`config.mk`:
```
export PLATFORM = sky130hd
export DESIGN_NAME = cpfd_fault_diag
export DESIGN_NICKNAME = d
export VERILOG_FILES = /design/src/cpfd_fault_diag.v /design/src/cpfd_sync.v
export VERILOG_INCLUDE_DIRS = /design/src /design/src/include
export SDC_FILE = /design/constraint.sdc
export NUM_CORES = 1
export LEC_CHECK = 0
export BUFFER_PORTS_ARGS = -buffer_cell sky130_fd_sc_hd__buf_2
export CAP_MARGIN = 25
export CORE_MARGIN = 2
export CORE_UTILIZATION = 55
export CTS_CLUSTER_DIAMETER = 200
export DETAILED_ROUTE_END_ITERATION = 6
export PLACE_DENSITY = 0.75
export SYNTH_ARGS = -nofsm -noshare
export SYNTH_HDL_FRONTEND = slang
export SYNTH_HIERARCHICAL = 1
export SYNTH_SLANG_ARGS = --single-unit
```
`constraint.sdc`:
```
create_clock -name clk -period 2 [get_ports clk]
set_input_delay 0.2 -clock clk [delete_from_list [all_inputs] [get_ports clk]]
set_output_delay 0.2 -clock clk [all_outputs]
set_load 0.005 [all_outputs]
```
`src/include/cpfd_regs.vh`:
```
`ifndef CPFD_REGS_VH
`define CPFD_REGS_VH

// operating modes presented on mode_sel
`define CPFD_MODE_W          2
`define CPFD_MODE_NORMAL     2'h0
`define CPFD_MODE_LISTEN     2'h1
`define CPFD_MODE_STANDBY    2'h2
`define CPFD_MODE_SLEEP      2'h3

// timing, clock 100 MHz
`define CPFD_CLK_MHZ         100
`define CPFD_MIN_DOM_US      4
`define CPFD_MIN_DOM_CYC     (`CPFD_MIN_DOM_US * `CPFD_CLK_MHZ)
`define CPFD_DOM_SEQ_NEEDED  4
`define CPFD_TXD_TMO_US      2000
`define CPFD_TXD_TMO_CYC     (`CPFD_TXD_TMO_US * `CPFD_CLK_MHZ)
`define CPFD_BUS_TMO_US      2000
`define CPFD_BUS_TMO_CYC     (`CPFD_BUS_TMO_US * `CPFD_CLK_MHZ)

// reset values
`define CPFD_RST_STATUS      1'h1
`define CPFD_RST_WAKE_SRC    1'h1

`endif

```
`src/cpfd_fault_diag.v`:
```
`timescale 1ns/1ns
`include "cpfd_regs.vh"
// Operation
// analog comparator reports CANH/CANL shorts 0..50 ohm; no H-L short or open.
// bus failure is evaluated only while this node drives dominant.
// bus failure flag valid after four own dominant sequences of at least 4 us.
// on entering normal mode status shows wake source, then bus failure flag.
// host samples bus failure only at frame end, before next message.
// host reads low status after good frame as hidden bus failure.
// local failures set the local failure flag and disable the transmitter.
// listen-only from normal shows local failure or bus dominant clamping.
// bus dominant clamping is only reported, transmitter left alone.
// dominant bus with recessive transmit input clears local failure, re-enables.
// entering normal mode clears local failure and re-enables the transmitter.
// transmit input dominant beyond transmit dominant timeout disables transmitter.
// host keeps transmit dominant at most eleven bits, bit rate at least 40k.
// after timeout transmitter stays off until dominant bus seen with recessive input.
// receive output stuck recessive while bus dominant disables transmitter at once.
// bus dominant longer than bus dominant timeout flags bus dominant clamping.
// temperature limit disables transmitter and sets local failure flag.
// after overtemperature re-enable only when cool and a recovery event occurs.
// bus failure indication active low, back to high whenever normal mode left.
// bus failure never alters transmitter or receiver operation.
// transmit input, bus level and temperature limit are synchronised first.
module cpfd_fault_diag #(
  parameter TXD_TMO_CYC = `CPFD_TXD_TMO_CYC,
  parameter BUS_TMO_CYC = `CPFD_BUS_TMO_CYC,
  parameter MIN_DOM_CYC = `CPFD_MIN_DOM_CYC,
  parameter CNT_W       = 24
) (
  // clock and reset
  input  wire                   clk,
  input  wire                   sys_rst,
  // mode and wake source
  input  wire [`CPFD_MODE_W-1:0] mode_sel,
  input  wire                   wake_local,
  // host side, low means dominant
  input  wire                   txd_in,
  input  wire                   rxd_pin_in,
  // analog front end
  input  wire                   bus_dom_in,
  input  wire                   bus_short_in,
  input  wire                   temp_limit_in,
  // outputs
  output reg                    tx_enable,
  output reg                    fault_status_output,
  output reg                    local_fail_flag,
  output reg                    bus_clamp_flag
);
  // state of the status output selector, one-hot
  localparam [2:0] ST_WAKE = 3'h1;
  localparam [2:0] ST_BUSF = 3'h2;
  localparam [2:0] ST_IDLE = 3'h4;

  wire [2:0] syn;
  wire       txd_dom;
  wire       bus_dom;
  wire       hot;
  wire       in_normal;

  reg [`CPFD_MODE_W-1:0] mode_reg;
  reg [2:0]       st_reg;
  reg [2:0]       st_next;
  reg [CNT_W-1:0] txd_cnt_reg;
  reg [CNT_W-1:0] bus_cnt_reg;
  reg [CNT_W-1:0] own_cnt_reg;
  reg [2:0]       seq_cnt_reg;
  reg             seq_done_reg;
  reg             wake_src_reg;
  reg             bus_fail_reg;
  reg             listen_from_normal_reg;
  reg             txd_lock_reg;
  reg             hot_lock_reg;
  reg             rxd_stuck_reg;

  function is_normal;
    input [`CPFD_MODE_W-1:0] m;
    begin
      is_normal = (m == `CPFD_MODE_NORMAL);
    end
  endfunction

  cpfd_sync #(.WIDTH(3), .INIT(3'h2)) u_sync (
    .clk      (clk),
    .sys_rst  (sys_rst),
    .async_in ({bus_dom_in, txd_in, temp_limit_in}),
    .sync_out (syn)
  );

  assign hot       = syn[0];
  assign txd_dom   = ~syn[1];
  assign bus_dom   = syn[2];
  assign in_normal = is_normal(mode_sel);

  wire enter_normal = in_normal && !is_normal(mode_reg);
  wire recover      = bus_dom && !txd_dom;
  // rxd pin does not follow the bus while bus is dominant: rxd clamped recessive
  wire rxd_clamp    = bus_dom && rxd_pin_in;
  wire own_dom      = txd_dom && tx_enable;
  wire own_fall     = own_dom && own_cnt_reg == MIN_DOM_CYC[CNT_W-1:0] - 1'b1;

  always @* begin
    case (st_reg)
      ST_WAKE: st_next = !in_normal ? ST_IDLE : (seq_done_reg ? ST_BUSF : ST_WAKE);
      ST_BUSF: st_next = in_normal ? ST_BUSF : ST_IDLE;
      ST_IDLE: st_next = enter_normal ? ST_WAKE : ST_IDLE;
      default: st_next = ST_IDLE;
    endcase
  end

  always @(posedge clk) begin
    if (sys_rst) begin
      mode_reg               <= `CPFD_MODE_STANDBY;
      st_reg                 <= ST_IDLE;
      txd_cnt_reg            <= {CNT_W{1'b0}};
      bus_cnt_reg            <= {CNT_W{1'b0}};
      own_cnt_reg            <= {CNT_W{1'b0}};
      seq_cnt_reg            <= 3'h0;
      seq_done_reg           <= 1'b0;
      wake_src_reg           <= `CPFD_RST_WAKE_SRC;
      bus_fail_reg           <= `CPFD_RST_STATUS;
      listen_from_normal_reg <= 1'b0;
      txd_lock_reg           <= 1'b0;
      hot_lock_reg           <= 1'b0;
      rxd_stuck_reg          <= 1'b0;
      local_fail_flag        <= 1'b0;
      bus_clamp_flag         <= 1'b0;
      tx_enable              <= 1'b1;
      fault_status_output    <= `CPFD_RST_STATUS;
    end else begin
      mode_reg <= mode_sel;
      st_reg   <= st_next;

      // transmit dominant timeout counter; restarts on normal entry so that
      // a clamp which persists is timed out and locked again
      if (!txd_dom || enter_normal)
        txd_cnt_reg <= {CNT_W{1'b0}};
      else if (txd_cnt_reg != TXD_TMO_CYC[CNT_W-1:0])
        txd_cnt_reg <= txd_cnt_reg + 1'b1;

      // bus dominant timeout counter
      if (!bus_dom)
        bus_cnt_reg <= {CNT_W{1'b0}};
      else if (bus_cnt_reg != BUS_TMO_CYC[CNT_W-1:0])
        bus_cnt_reg <= bus_cnt_reg + 1'b1;
      bus_clamp_flag <= bus_dom && bus_cnt_reg == BUS_TMO_CYC[CNT_W-1:0];

      // qualified own dominant sequences; counted once each reaches 4 us
      if (!own_dom)
        own_cnt_reg <= {CNT_W{1'b0}};
      else if (own_cnt_reg != MIN_DOM_CYC[CNT_W-1:0])
        own_cnt_reg <= own_cnt_reg + 1'b1;
      if (!in_normal || enter_normal) begin
        seq_cnt_reg  <= 3'h0;
        seq_done_reg <= 1'b0;
      end else if (own_fall && !seq_done_reg) begin
        seq_cnt_reg  <= seq_cnt_reg + 1'b1;
        seq_done_reg <= (seq_cnt_reg == `CPFD_DOM_SEQ_NEEDED - 1);
      end

      // bus failure sampled only once per own dominant phase, on the cycle that it reaches the qualifying length
      if (!in_normal)
        bus_fail_reg <= `CPFD_RST_STATUS;
      else if (own_fall)
        bus_fail_reg <= ~bus_short_in;

      if (enter_normal)
        wake_src_reg <= ~wake_local;

      if (is_normal(mode_reg) && mode_sel == `CPFD_MODE_LISTEN)
        listen_from_normal_reg <= 1'b1;
      else if (mode_sel != `CPFD_MODE_LISTEN)
        listen_from_normal_reg <= 1'b0;

      // local failure sources; a new detection wins over a recovery event
      if (txd_dom && txd_cnt_reg == TXD_TMO_CYC[CNT_W-1:0] - 1'b1)
        txd_lock_reg <= 1'b1;
      else if (recover || enter_normal)
        txd_lock_reg <= 1'b0;
      if (rxd_clamp)
        rxd_stuck_reg <= 1'b1;
      else if (recover || enter_normal)
        rxd_stuck_reg <= 1'b0;
      if (hot)
        hot_lock_reg <= 1'b1;
      else if (recover || enter_normal)
        hot_lock_reg <= 1'b0;

      local_fail_flag <= txd_lock_reg || rxd_stuck_reg || hot_lock_reg;
      // bus clamping never gates the transmitter
      tx_enable <= !(txd_lock_reg || rxd_stuck_reg || hot_lock_reg || hot ||
                     rxd_clamp);

      // listen and default levels follow mode_sel directly, no state lag
      if (mode_sel == `CPFD_MODE_LISTEN && (listen_from_normal_reg || is_normal(mode_reg)))
        fault_status_output <= !(local_fail_flag || bus_clamp_flag);
      else if (!in_normal)
        fault_status_output <= `CPFD_RST_STATUS;
      else if (st_reg == ST_BUSF)
        fault_status_output <= bus_fail_reg;
      else if (st_reg == ST_WAKE)
        fault_status_output <= wake_src_reg;
      else
        fault_status_output <= `CPFD_RST_STATUS;
    end
  end
endmodule

```
`src/cpfd_sync.v`:
```
`timescale 1ns/1ns
// two-flop level synchroniser, one per bit
module cpfd_sync #(
  parameter WIDTH = 3,
  parameter [WIDTH-1:0] INIT = 3'h7
) (
  // clock and reset
  input  wire             clk,
  input  wire             sys_rst,
  // data
  input  wire [WIDTH-1:0] async_in,
  output wire [WIDTH-1:0] sync_out
);
  reg [WIDTH-1:0] meta_reg;
  reg [WIDTH-1:0] sync_reg;

  always @(posedge clk) begin
    if (sys_rst) begin
      meta_reg <= INIT;
      sync_reg <= INIT;
    end else begin
      meta_reg <= async_in;
      sync_reg <= meta_reg;
    end
  end

  assign sync_out = sync_reg;
endmodule

```
==> results of run 1 <==
worst register-to-register path, cell delays in order, from the launching register on:
cell                      delay, ps
sky130_fd_sc_hd__dfxtp_2        340
sky130_fd_sc_hd__or4_1          490
sky130_fd_sc_hd__or3_4          370
sky130_fd_sc_hd__or4_1          500
sky130_fd_sc_hd__a21oi_2        160
power by group:
part           internal (mW)  switching, mW
registers               1.95         0.0119
logic                 0.0326         0.0450
clock network          0.614          0.683
worst paths after layout:
path,start,slack [ps],depth (start not counted),to
setup / recovery,bus_cnt_reg[4],60,4,bus_cnt_reg[1]
hold / removal,txd_in,40,2,u_sync/meta_reg[1]
setup reg to reg,bus_cnt_reg[4],60,4,bus_cnt_reg[1]
hold reg to reg,u_sync/meta_reg[2],440,1,u_sync/sync_out[2]
cells in the mapped netlist (all sizes together) (3+ instances only):
master,n
nor2,48
and2,7
inv,14
nand2,33
ha,8
nand4,24
o31ai,15
nor4,17
and4,10
and3,13
nor3,9
dfxtp,97
nand2b,6
or2,6
xnor2,7
a21oi,43
o21ai,24
or4,17
or3,21
xor2,24
nor4bb,3
nor2b,5
nand3,30
a22oi,3
clkbuf,20
per-layer routing:
metal	vias up	track usage (%)
met3	12	3.21
met1	1890	31.0
met5	-	0
met2	117	36.4
met4	0	7.97
li1	1986	-
cells by family after synthesis:
kind of cell / after synthesis / share of synthesized area (%)
AO/OA/AOI/OAI: 100 / 13.2
XOR/XNOR: 31 / 6.07
adder cells (fa/ha/maj): 8 / 2.24
buffers and inverters: 36 / 3.24
flip-flops: 97 / 43.4
multiplexers: 1 / 0.224
AND/OR/NAND/NOR: 255 / 31.6
cells in the final DEF, fill, tap and decap left out, types with 14 or more instances in the layout:
master                    instances
sky130_fd_sc_hd__dfxtp_1         96
sky130_fd_sc_hd__nor2_1          48
sky130_fd_sc_hd__a21oi_1         42
sky130_fd_sc_hd__nand2_1         33
sky130_fd_sc_hd__nand3_1         30
sky130_fd_sc_hd__xor2_1          24
sky130_fd_sc_hd__nand4_1         24
sky130_fd_sc_hd__o21ai_0         24
sky130_fd_sc_hd__buf_4           21
sky130_fd_sc_hd__or3_1           20
sky130_fd_sc_hd__nor4_1          17
sky130_fd_sc_hd__or4_1           17
sky130_fd_sc_hd__o31ai_1         15
sky130_fd_sc_hd__inv_1           14
final cells by class:
type,count,area [sq um],area share (%)
tap,102,128,2.58
sequential,97,1940,39.3
timing repair buffer,34,223,4.50
clock buffer,10,138,2.78
multi-input combinational,395,2390,48.4
inverter,14,52.6,1.06
clock inverter,6,66.3,1.34
per-stage QoR:
step,utilization (%),power [mW],setup slack (ps),hold slack (ps)
after floorplan,-,2.05,100,272
after global placement,60.6,2.08,112,386
after detailed placement,60.6,2.08,35.3,405
after CTS,63.2,3.35,24.6,34.3
after global routing,63.3,3.46,1.44,31.9
final,63.3,3.33,62.0,38.9
==> key figures, run 1 <==
Critical path
  – Worst endpoint required time: 2290 ps
  – Worst Path Class, Setup: reg2reg
  – Library cell appearing most often on the critical path: sky130_fd_sc_hd__or4_1
  – Largest delay contributor family on the critical path: simple AND/OR/NAND/NOR gates
  – Startpoint class of the critical path: flop
  – Slowest stage cell, crit path: sky130_fd_sc_hd__or4_1
  – CP max stage delay: 500 ps
  – Critical path fanouts, max: 6
  – Kind of end point of the critical path: flop
  – Arr. time, crit path: 2230 ps
  – Cell Chain, Critical Path: or4_1 -> or3_4 -> or4_1 -> a21oi_2
  – Total buffers and inverters traversed by the critical path: 0

Placed design
  – Placed cell areas: 4730 sq um
  – GP Congestion: 0.851
  – Number of port buffers: 13
  – # placed instances: 642
  – HPWL after detailed placement: 6.91 mm

Clock network
  – Clock insertion delay at the later pin of the skew report: 360 ps
  – Post-cts resize count: 0
  – Maximum number of buffers from clock root to sink: 2
  – CTS Root Cell: sky130_fd_sc_hd__clkbuf_8
  – Clk sinks: 97
  – CTS H-tree depth: 3
  – Postcts setup bufs: 0
  – Clock slew seen by the registers of the worst setup and hold paths: 100 ps
  – Clock tree from TritonCTS: done
  – CTS buffer count: 9
  – Number of hold buffers added after cts: 0

Floorplanning
  – Die X: 94.2 um
  – Total Die Area: 8870 sq um
  – Die Y-Extent: 94.2 um
  – Placeable core area: 7810 sq um
  – Effective utilization at floorplan: 57.3%
  – Number of ports placed on the die boundary: 14
  – Number of rows created at floorplan: 32

Timing
  – Pin slew with the least headroom to its limit: 641 ps
  – Max-slew violation count: 0
  – Setup skew after layout: 9.56 ps
  – Setup repair after global routing missed its margin: false
  – Final Setup Violations: 0
  – Time the worst path needs with I/O delays and setup: 1940 ps
  – Final Hold Fails: 0
  – Share of the clock period used by the worst path: 96.9%
  – Tightest slew margin relative to the limit: 56.9%
  – Setup TNS Final: 0 ps
  – Maximum operating frequency: 0.516 GHz

Run status
  – Outcome: finished clean

Route
  – Average via count per standard cell: 6.09
  – Count of antenna-violating nets left after detailed routing: 0
  – Average detailed-routed wire length per instance: 14.9 um
  – M1 wire length: 4.61 mm
  – Total detailed-routing wirelength: 9.78 mm
  – Total length of routed met2 wires: 4.55 mm
  – Highest metal layer with signal wires: met4
  – Detailed-router iteration count before antenna repair: 5
  – 1st-iter DRT viols: 243
  – Met3 routed wirelength: 506 um
  – DR vias: 4,005
  – Final routed DRC violation total: 0

Global route
  – First-pass GRT wire length: 16.3 mm
  – Maximum number of pins on one net before global-route repair: 25
  – Number of antenna violations at the first check in global routing: 0
  – Via count of the first global-routing pass: 3,672
  – Gr ovfl total: 0
  – Total routing usage reported by global routing: 22.6%

Power
  – Areal power density over the cells: 674 nW/um^2
  – Worst supply voltage drop on vdd: 0.343 mV
  – Pleak: 1.56 nW

Job
  – Max-cap check violation count: 0

Logic synthesis
  – Post-Syn Instances: 528
  – Prevailing post-synth register cell: sky130_fd_sc_hd__dfxtp_1
  – Leading cell types by total area after synthesis: sky130_fd_sc_hd__dfxtp_1 43%, sky130_fd_sc_hd__a21oi_1 4.8%, sky130_fd_sc_hd__xor2_1 4.7%
  – Distinct cells, synth: 45
  – Post-synthesis cell type with the largest combined area: sky130_fd_sc_hd__dfxtp_1
  – Share of synthesized flip-flops with an asynchronous set or reset: 0%
  – Post-synthesis sequential area ratio: 43.4%
  – Post-synthesis net count: 546
  – Synthesis Warnings: 6
  – Top-area cell type share of the netlist area: 43.4%
  – Cell Area, Synth: 4470 sq um
  – Synthesized area per cell: 8.47 sq um
  – Flip-flop and latch count after synthesis: 97
  – Number of flops mapped to enable cells by yosys: 0

Hold path
  – Classification of the worst-slack hold path: in2reg

Final layout
  – Area growth from synthesis to final layout: 10.5%
  – Fraction of layout instances using a drive strength above 1: 10.8%
  – Nets: 569
  – Number of antenna cells inserted: 0
  – Final instance count without filler cells: 658
  – Layout Cell Area excl Fill: 4940 sq um
  – Fill cell instance count of the final layout: 696
Note: power is estimated with default switching activity, not from simulation.
==> run 2, diff against run 1 <==
--- a/config.mk
+++ b/config.mk
@@ -13,5 +13,6 @@
 export CTS_CLUSTER_DIAMETER = 200
 export DETAILED_ROUTE_END_ITERATION = 6
-export PLACE_DENSITY = 0.75
+export PLACE_DENSITY = 0.72
+export REMOVE_ABC_BUFFERS = 1
 export SYNTH_ARGS = -nofsm -noshare
 export SYNTH_HDL_FRONTEND = slang
==> constraint.sdc (replaced) <==
create_clock -name clk -period 2.05 [get_ports clk]
set_input_delay 0 -clock clk [delete_from_list [all_inputs] [get_ports clk]]
set_output_delay 0 -clock clk [all_outputs]
set_load 0.005 [all_outputs]
==> run 2 against run 1 <==
- maximum frequency down 2.4%
- via count fell by 1.9%
- largest power group unchanged
- hold slack better by 340 ps
- cell count increased by 0.91%
==> key figures, run 2 (synthesis gave the netlist of run 1 again) <==
Final layout
  – Most common cell after layout, fill and taps aside: sky130_fd_sc_hd__dfxtp_1
  – Area growth from synthesis to final layout: 12.2%
  – Fraction of layout instances using a drive strength above 1: 9.43% (-1.4 points)
  – Final core utilization: 64.3% (+0.96 points)
  – Commonest cells after routing, fill and taps aside: 97 x sky130_fd_sc_hd__dfxtp_1, 48 x sky130_fd_sc_hd__nor2_1, 43 x sky130_fd_sc_hd__a21oi_1, 33 x sky130_fd_sc_hd__nand2_1, 30 x sky130_fd_sc_hd__nand3_1
  – Nets: 575 (+1.1%)
  – Fill cell instance count of the final layout: 636 (-8.6%)
  – Number of antenna cells inserted: 0 (unchanged)

Critical path
  – Cell Chain, Critical Path: or4_1 -> or3_1 -> or4_1 -> a21oi_1
  – Slowest stage cell, crit path: sky130_fd_sc_hd__or4_1
  – Critical path fanouts, max: 6 (unchanged)
  – Register-to-register path setup slack: 60 ps (about the same)
  – Arr. time, crit path: 2290 ps (+60 ps)
  – Library cell appearing most often on the critical path: sky130_fd_sc_hd__or4_1
  – Worst Path Class, Setup: reg2reg
  – Startpoint class of the critical path: flop
  – Worst endpoint required time: 2350 ps (+60 ps)
  – Reg2reg path depth: 4 (unchanged)
  – Kind of end point of the critical path: flop
  – CP max stage delay: 530 ps (+30 ps)
  – Launch instance of the worst register-to-register path: bus_cnt_reg[3]
  – R2R Path End: bus_cnt_reg[1]

Timing
  – Setup slack of the critical path after layout: 63.6 ps (+1.58 ps)
  – Setup repair after global routing missed its margin: false
  – Share of the clock period used by the worst path: 96.9% (about the same)
  – Tightest slew margin relative to the limit: 59.6% (+2.7 points)
  – Time the worst path needs with I/O delays and setup: 1990 ps (+48.4 ps)
  – Setup TNS Final: 0 ps (unchanged)
  – Final Setup Violations: 0 (unchanged)
  – Pin slew with the least headroom to its limit: 601 ps (-40.0 ps)
  – Final Hold Fails: 0 (unchanged)
  – Maximum operating frequency: 0.503 GHz (-2.4%)
  – Worst-case hold slack: 379 ps (+340 ps)
  – Max-slew violation count: 0 (unchanged)
  – Setup skew after layout: 15.5 ps (+5.95 ps)

Placed design
  – Worst setup slack before clock tree synthesis: 89.6 ps (+54.3 ps)
  – HPWL after detailed placement: 6.62 mm (-4.2%)
  – Number of port buffers: 13 (unchanged)
  – GP Congestion: 0.859 (+0.90%)

Clock network
  – Maximum number of buffers from clock root to sink: 2 (unchanged)
  – Post-cts resize count: 0 (unchanged)
  – CTS buffer count: 9 (unchanged)
  – Clock tree from TritonCTS: done
  – Clk sinks: 97 (unchanged)
  – CTS Root Cell: sky130_fd_sc_hd__clkbuf_8
  – CTS H-tree depth: 3 (unchanged)
  – Clock slew seen by the registers of the worst setup and hold paths: 100 ps (about the same)
  – Clock insertion delay at the later pin of the skew report: 370 ps (about the same)

Power
  – Pleak: 1.60 nW (+2.4%)
  – Total power after layout: 3.33 mW (-0.12%)
  – Areal power density over the cells: 663 nW/um^2 (-1.6%)
  – Worst supply voltage drop on vdd: 0.440 mV (+28%)

Floorplanning
  – Effective utilization at floorplan: 57.3% (unchanged)
  – Number of ports placed on the die boundary: 14 (unchanged)
  – Number of rows created at floorplan: 32 (unchanged)
  – Die X: 94.2 um (unchanged)
  – Placeable core area: 7810 sq um (unchanged)
  – Die Y-Extent: 94.2 um (unchanged)
  – Total Die Area: 8870 sq um (unchanged)

Route
  – Average via count per standard cell: 5.92 (-2.8%)
  – DR vias: 3,930 (-1.9%)
  – Detailed-router iteration count before antenna repair: 5 (unchanged)
  – 1st-iter DRT viols: 187 (-23%)
  – Total detailed-routing wirelength: 9.33 mm (-4.6%)
  – Final routed DRC violation total: 0 (unchanged)
  – Average detailed-routed wire length per instance: 14.0 um (-5.5%)
  – Count of antenna-violating nets left after detailed routing: 0 (unchanged)

Hold path
  – Count of cells along the worst hold path: 3 (+1)
  – Classification of the worst-slack hold path: in2reg
  – Hold Path End: u_sync/meta_reg[1]
  – Hold path start: txd_in

Global route
  – Number of antenna violations at the first check in global routing: 0 (unchanged)
  – Total routing usage reported by global routing: 22.4% (-0.17 points)
  – Gr ovfl total: 0 (unchanged)
  – Via count of the first global-routing pass: 3,523 (-4.1%)
  – First-pass GRT wire length: 16.1 mm (-0.97%)
  – Maximum number of pins on one net before global-route repair: 21 (-16%)

Run status
  – Outcome: finished clean

Job
  – Max-cap check violation count: 0 (unchanged)
[run 2: cell types whose count changed in the layout (fill, tap and decap cells not counted), moves of 2 or more]
| cell | change |
|---|---|
| sky130_fd_sc_hd__clkinvlp_4 | -3 |
| sky130_fd_sc_hd__inv_8 | +2 |
| sky130_fd_sc_hd__buf_4 | -4 |
| sky130_fd_sc_hd__clkinv_4 | +2 |
| sky130_fd_sc_hd__dlygate4sd3_1 | +10 |
[run 2: cell type report]
type                       instances  area (sq um)  area share (%)
multi-input combinational        395          2390            47.5
inverter                          14          52.6            1.05
tap                              102           128            2.54
clock inverter                     7          95.1            1.89
clock buffer                       9           124            2.47
timing repair buffer              40           293            5.83
sequential                        97          1940            38.7
[run 2: worst max-delay path: cells and delay by family (launching register included)]
family           cells  cell delay (ps)
AO/OA/AOI/OAI        1              150
AND/OR/NAND/NOR      3             1430
flip-flops           1              360
[run 2: report_power, final]
group	total, mW	leakage, nW	internal, mW	switching (mW)
clock	1.33	0.111	0.600	0.731
sequential	1.91	0.784	1.90	0.0114
combinational	0.0867	0.705	0.0422	0.0445
total	3.33	1.60	2.54	0.787
[run 2: worst max-delay path by stage]
stage	start	end	slack, ps	cells after the start
floorplan	bus_cnt_reg[3]	bus_cnt_reg[1]	180	4
global placement	bus_cnt_reg[3]	bus_cnt_reg[1]	140	4
detailed placement	bus_cnt_reg[3]	bus_cnt_reg[1]	90	4
CTS	bus_cnt_reg[3]	bus_cnt_reg[1]	80	4
global route	bus_cnt_reg[3]	bus_cnt_reg[1]	40	4
finish	bus_cnt_reg[3]	bus_cnt_reg[1]	60	4
[run 2: through the flow]
stage | cell area (sq um) | std cells
2_1_floorplan | 4380 | 506
3_3_place_gp | 4700 | 638
3_5_place_dp | 4700 | 638
4_1_cts | 5020 | 664
5_1_grt | 5020 | 664
6_report | 5020 | 664
[run 2: what timing repair did]
item                       CTS  global route
buffers inserted             0             0
hold endpoints to repair    15             0
hold buffers                10             0
setup endpoints to repair    0             0
[run 2: per-layer routing]
metal | routed length (um) | track usage (%)
met5 | 0 | 0
met4 | 82 | 5.80
met2 | 4210 | 35.7
met1 | 4610 | 31.1
met3 | 423 | 4.57
==> run 3, diff against run 2 <==
CORE_UTILIZATION = 60   (was 55)
PLACE_DENSITY = 0.77   (was 0.72)
==> run 3 against run 2 <==
- combinational power rose by 3.1%
- via count stayed put
- clock power is 3% lower
- critical path depth did not move
- cell count fell by 0.45%
- wire length grew 0.44%
- setup slack improved by 73 ps
- sequential cell count did not move
- register-to-register slack improved by 70 ps
- global-route usage increased by 1.5 points
- clock-buffer cell count stayed put
- critical endpoint unchanged
- largest cell class unchanged
==> key figures, run 3 (synthesis gave the netlist of run 1 again) <==
Clock network
  – Clock slew seen by the registers of the worst setup and hold paths: 100 ps (about the same)
  – Postcts setup bufs: 0 (unchanged)
  – CTS buffer count: 9 (unchanged)
  – CTS H-tree depth: 3 (unchanged)
  – Clock insertion delay at the later pin of the skew report: 370 ps (about the same)
  – Clk sinks: 97 (unchanged)
  – Maximum number of buffers from clock root to sink: 2 (unchanged)
  – Clock tree from TritonCTS: done
  – CTS Root Cell: sky130_fd_sc_hd__clkbuf_8

Global route
  – Maximum number of pins on one net before global-route repair: 25 (+19%)
  – Total routing usage reported by global routing: 23.9% (+1.5 points)
  – First-pass GRT wire length: 16.3 mm (+1.2%)
  – Gr ovfl total: 0 (unchanged)
  – Number of antenna violations at the first check in global routing: 0 (unchanged)
  – Via count of the first global-routing pass: 3,639 (+3.3%)

Critical path
  – Arr. time, crit path: 2210 ps (-80 ps)
  – Register-to-register path setup slack: 140 ps (+70 ps)
  – Reg2reg path depth: 4 (unchanged)
  – Startpoint class of the critical path: flop
  – Critical path endpoint: bus_cnt_reg[1]
  – Kind of end point of the critical path: flop
  – Start point of the critical path: bus_cnt_reg[3]
  – Worst endpoint required time: 2350 ps (about the same)
  – Worst Path Class, Setup: reg2reg
  – R2R Path End: bus_cnt_reg[1]
  – Launch instance of the worst register-to-register path: bus_cnt_reg[3]
  – Critical path fanouts, max: 6 (unchanged)

Hold path
  – Classification of the worst-slack hold path: in2reg
  – Hold path start: txd_in

Timing
  – Final Hold Fails: 0 (unchanged)
  – Setup repair after global routing missed its margin: false
  – Maximum operating frequency: 0.523 GHz (+3.8%)
  – Pin slew with the least headroom to its limit: 672 ps (+71.2 ps)
  – Setup TNS Final: 0 ps (unchanged)
  – Max-slew violation count: 0 (unchanged)
  – Tightest slew margin relative to the limit: 54.8% (-4.8 points)
  – Time the worst path needs with I/O delays and setup: 1910 ps (-73.3 ps)
  – Share of the clock period used by the worst path: 93.3% (-3.6 points)
  – Final Setup Violations: 0 (unchanged)
  – Setup skew after layout: 14.1 ps (-1.43 ps)

Route
  – Detailed-router iteration count before antenna repair: 5 (unchanged)
  – Total detailed-routing wirelength: 9.37 mm (+0.44%)
  – 1st-iter DRT viols: 183 (-2.1%)
  – Count of antenna-violating nets left after detailed routing: 0 (unchanged)
  – Average detailed-routed wire length per instance: 14.2 um (+0.90%)
  – Average via count per standard cell: 5.95 (+0.45%)
  – DR vias: 3,930 (unchanged)
  – Final routed DRC violation total: 0 (unchanged)

Final layout
  – Final instance count without filler cells: 661 (-0.45%)
  – Commonest cells after routing, fill and taps aside: 97 x sky130_fd_sc_hd__dfxtp_1, 48 x sky130_fd_sc_hd__nor2_1, 43 x sky130_fd_sc_hd__a21oi_1, 33 x sky130_fd_sc_hd__nand2_1, 30 x sky130_fd_sc_hd__nand3_1
  – Fraction of layout instances using a drive strength above 1: 9.43% (unchanged)
  – Area growth from synthesis to final layout: 12.0%
  – Most common cell after layout, fill and taps aside: sky130_fd_sc_hd__dfxtp_1
  – Nets: 575 (unchanged)
  – Multi-input combinational cell area: 2390 sq um (+0.21%)
  – Number of antenna cells inserted: 0 (unchanged)
  – Storage element area: 1940 sq um (unchanged)
  – Fill cell instance count of the final layout: 611 (-3.9%)

Power
  – Areal power density over the cells: 657 nW/um^2 (-0.88%)
  – Pleak: 1.59 nW (-0.55%)
  – Worst supply voltage drop on vdd: 0.376 mV (-15%)
  – Total power after layout: 3.29 mW (-1.1%)

Floorplanning
  – Placeable core area: 7250 sq um (-7.1%)
  – Total Die Area: 8160 sq um (-8.0%)
  – Die Y-Extent: 90.3 um (-4.1%)
  – Die X: 90.3 um (-4.1%)
  – Number of rows created at floorplan: 31 (-3.1%)
  – Number of ports placed on the die boundary: 14 (unchanged)
  – Effective utilization at floorplan: 61.7% (+4.4 points)

Placed design
  – # placed instances: 634 (-0.63%)
  – Number of port buffers: 13 (unchanged)
  – HPWL after detailed placement: 6.64 mm (+0.39%)
  – GP Congestion: 0.924 (+7.6%)

Job
  – Max-cap check violation count: 0 (unchanged)

Run status
  – Outcome: finished clean
## run 3: cell types whose count changed in the layout (fill, tap and decap cells not counted), sizes merged
cell,previous run,this run
inv,17,18
clkinv,3,0
clkinvlp,0,2
buf,30,29
dlygate4sd3,10,11
## run 3: area by class of cell
| cell class | count | area share (%) |
|---|---|---|
| clock buffers | 9 | 2.47 |
| flip-flops and latches | 97 | 38.8 |
| inverters | 14 | 1.05 |
| clock inverters | 7 | 1.65 |
| multi-input cells | 395 | 47.7 |
| repair buffers | 40 | 5.89 |
| well taps | 99 | 2.47 |
## run 3: worst max-delay path, cell delays in order, from the launching register on
cell	delay, ps
sky130_fd_sc_hd__dfxtp_1	360
sky130_fd_sc_hd__or4_1	520
sky130_fd_sc_hd__or3_4	370
sky130_fd_sc_hd__or4_1	470
sky130_fd_sc_hd__a21oi_1	140
## run 3: what timing repair did
action / in CTS / in global routing
hold endpoints to repair: 18 / 0
hold buffers: 11 / 0
gates resized for setup: 0 / 1
setup endpoints to repair: 0 / 1
## run 3: where the power goes
group,leakage (nW),switching (mW),internal (mW)
clock network,0.0988,0.708,0.585
logic,0.708,0.0459,0.0436
registers,0.784,0.0116,1.90
## run 3: metal layers
| metal | GRT usage [%] | share of wire, % | vias up |
|---|---|---|---|
| li1 | - | - | 1992 |
| met1 | 32.7 | 49 | 1839 |
| met2 | 38.4 | 46 | 86 |
| met3 | 3.92 | 4.1 | 13 |
| met4 | 8.72 | 1.4 | 0 |
| met5 | 0 | 0 | - |
## run 3: per-stage QoR
stage,utilization [%],setup slack (ps),instance area [sq um],hold WS (ps)
2_1_floorplan,-,180,4380,71.6
3_3_place_gp,64.7,135,4690,197
3_5_place_dp,64.7,121,4690,202
4_1_cts,69.0,104,5010,344
5_1_grt,69.1,39.8,5010,357
6_report,69.1,137,5010,369
## run 3: worst min path at each step
stage | to | slack, ps | cells after the start
final | u_sync/meta_reg[1] | 370 | 3
after global placement | u_sync/meta_reg[1] | 200 | 2
after global routing | u_sync/meta_reg[1] | 360 | 3
after CTS | u_sync/meta_reg[1] | 340 | 3
after detailed placement | u_sync/meta_reg[1] | 200 | 2
after floorplan | mode_reg[0] | 70 | 1
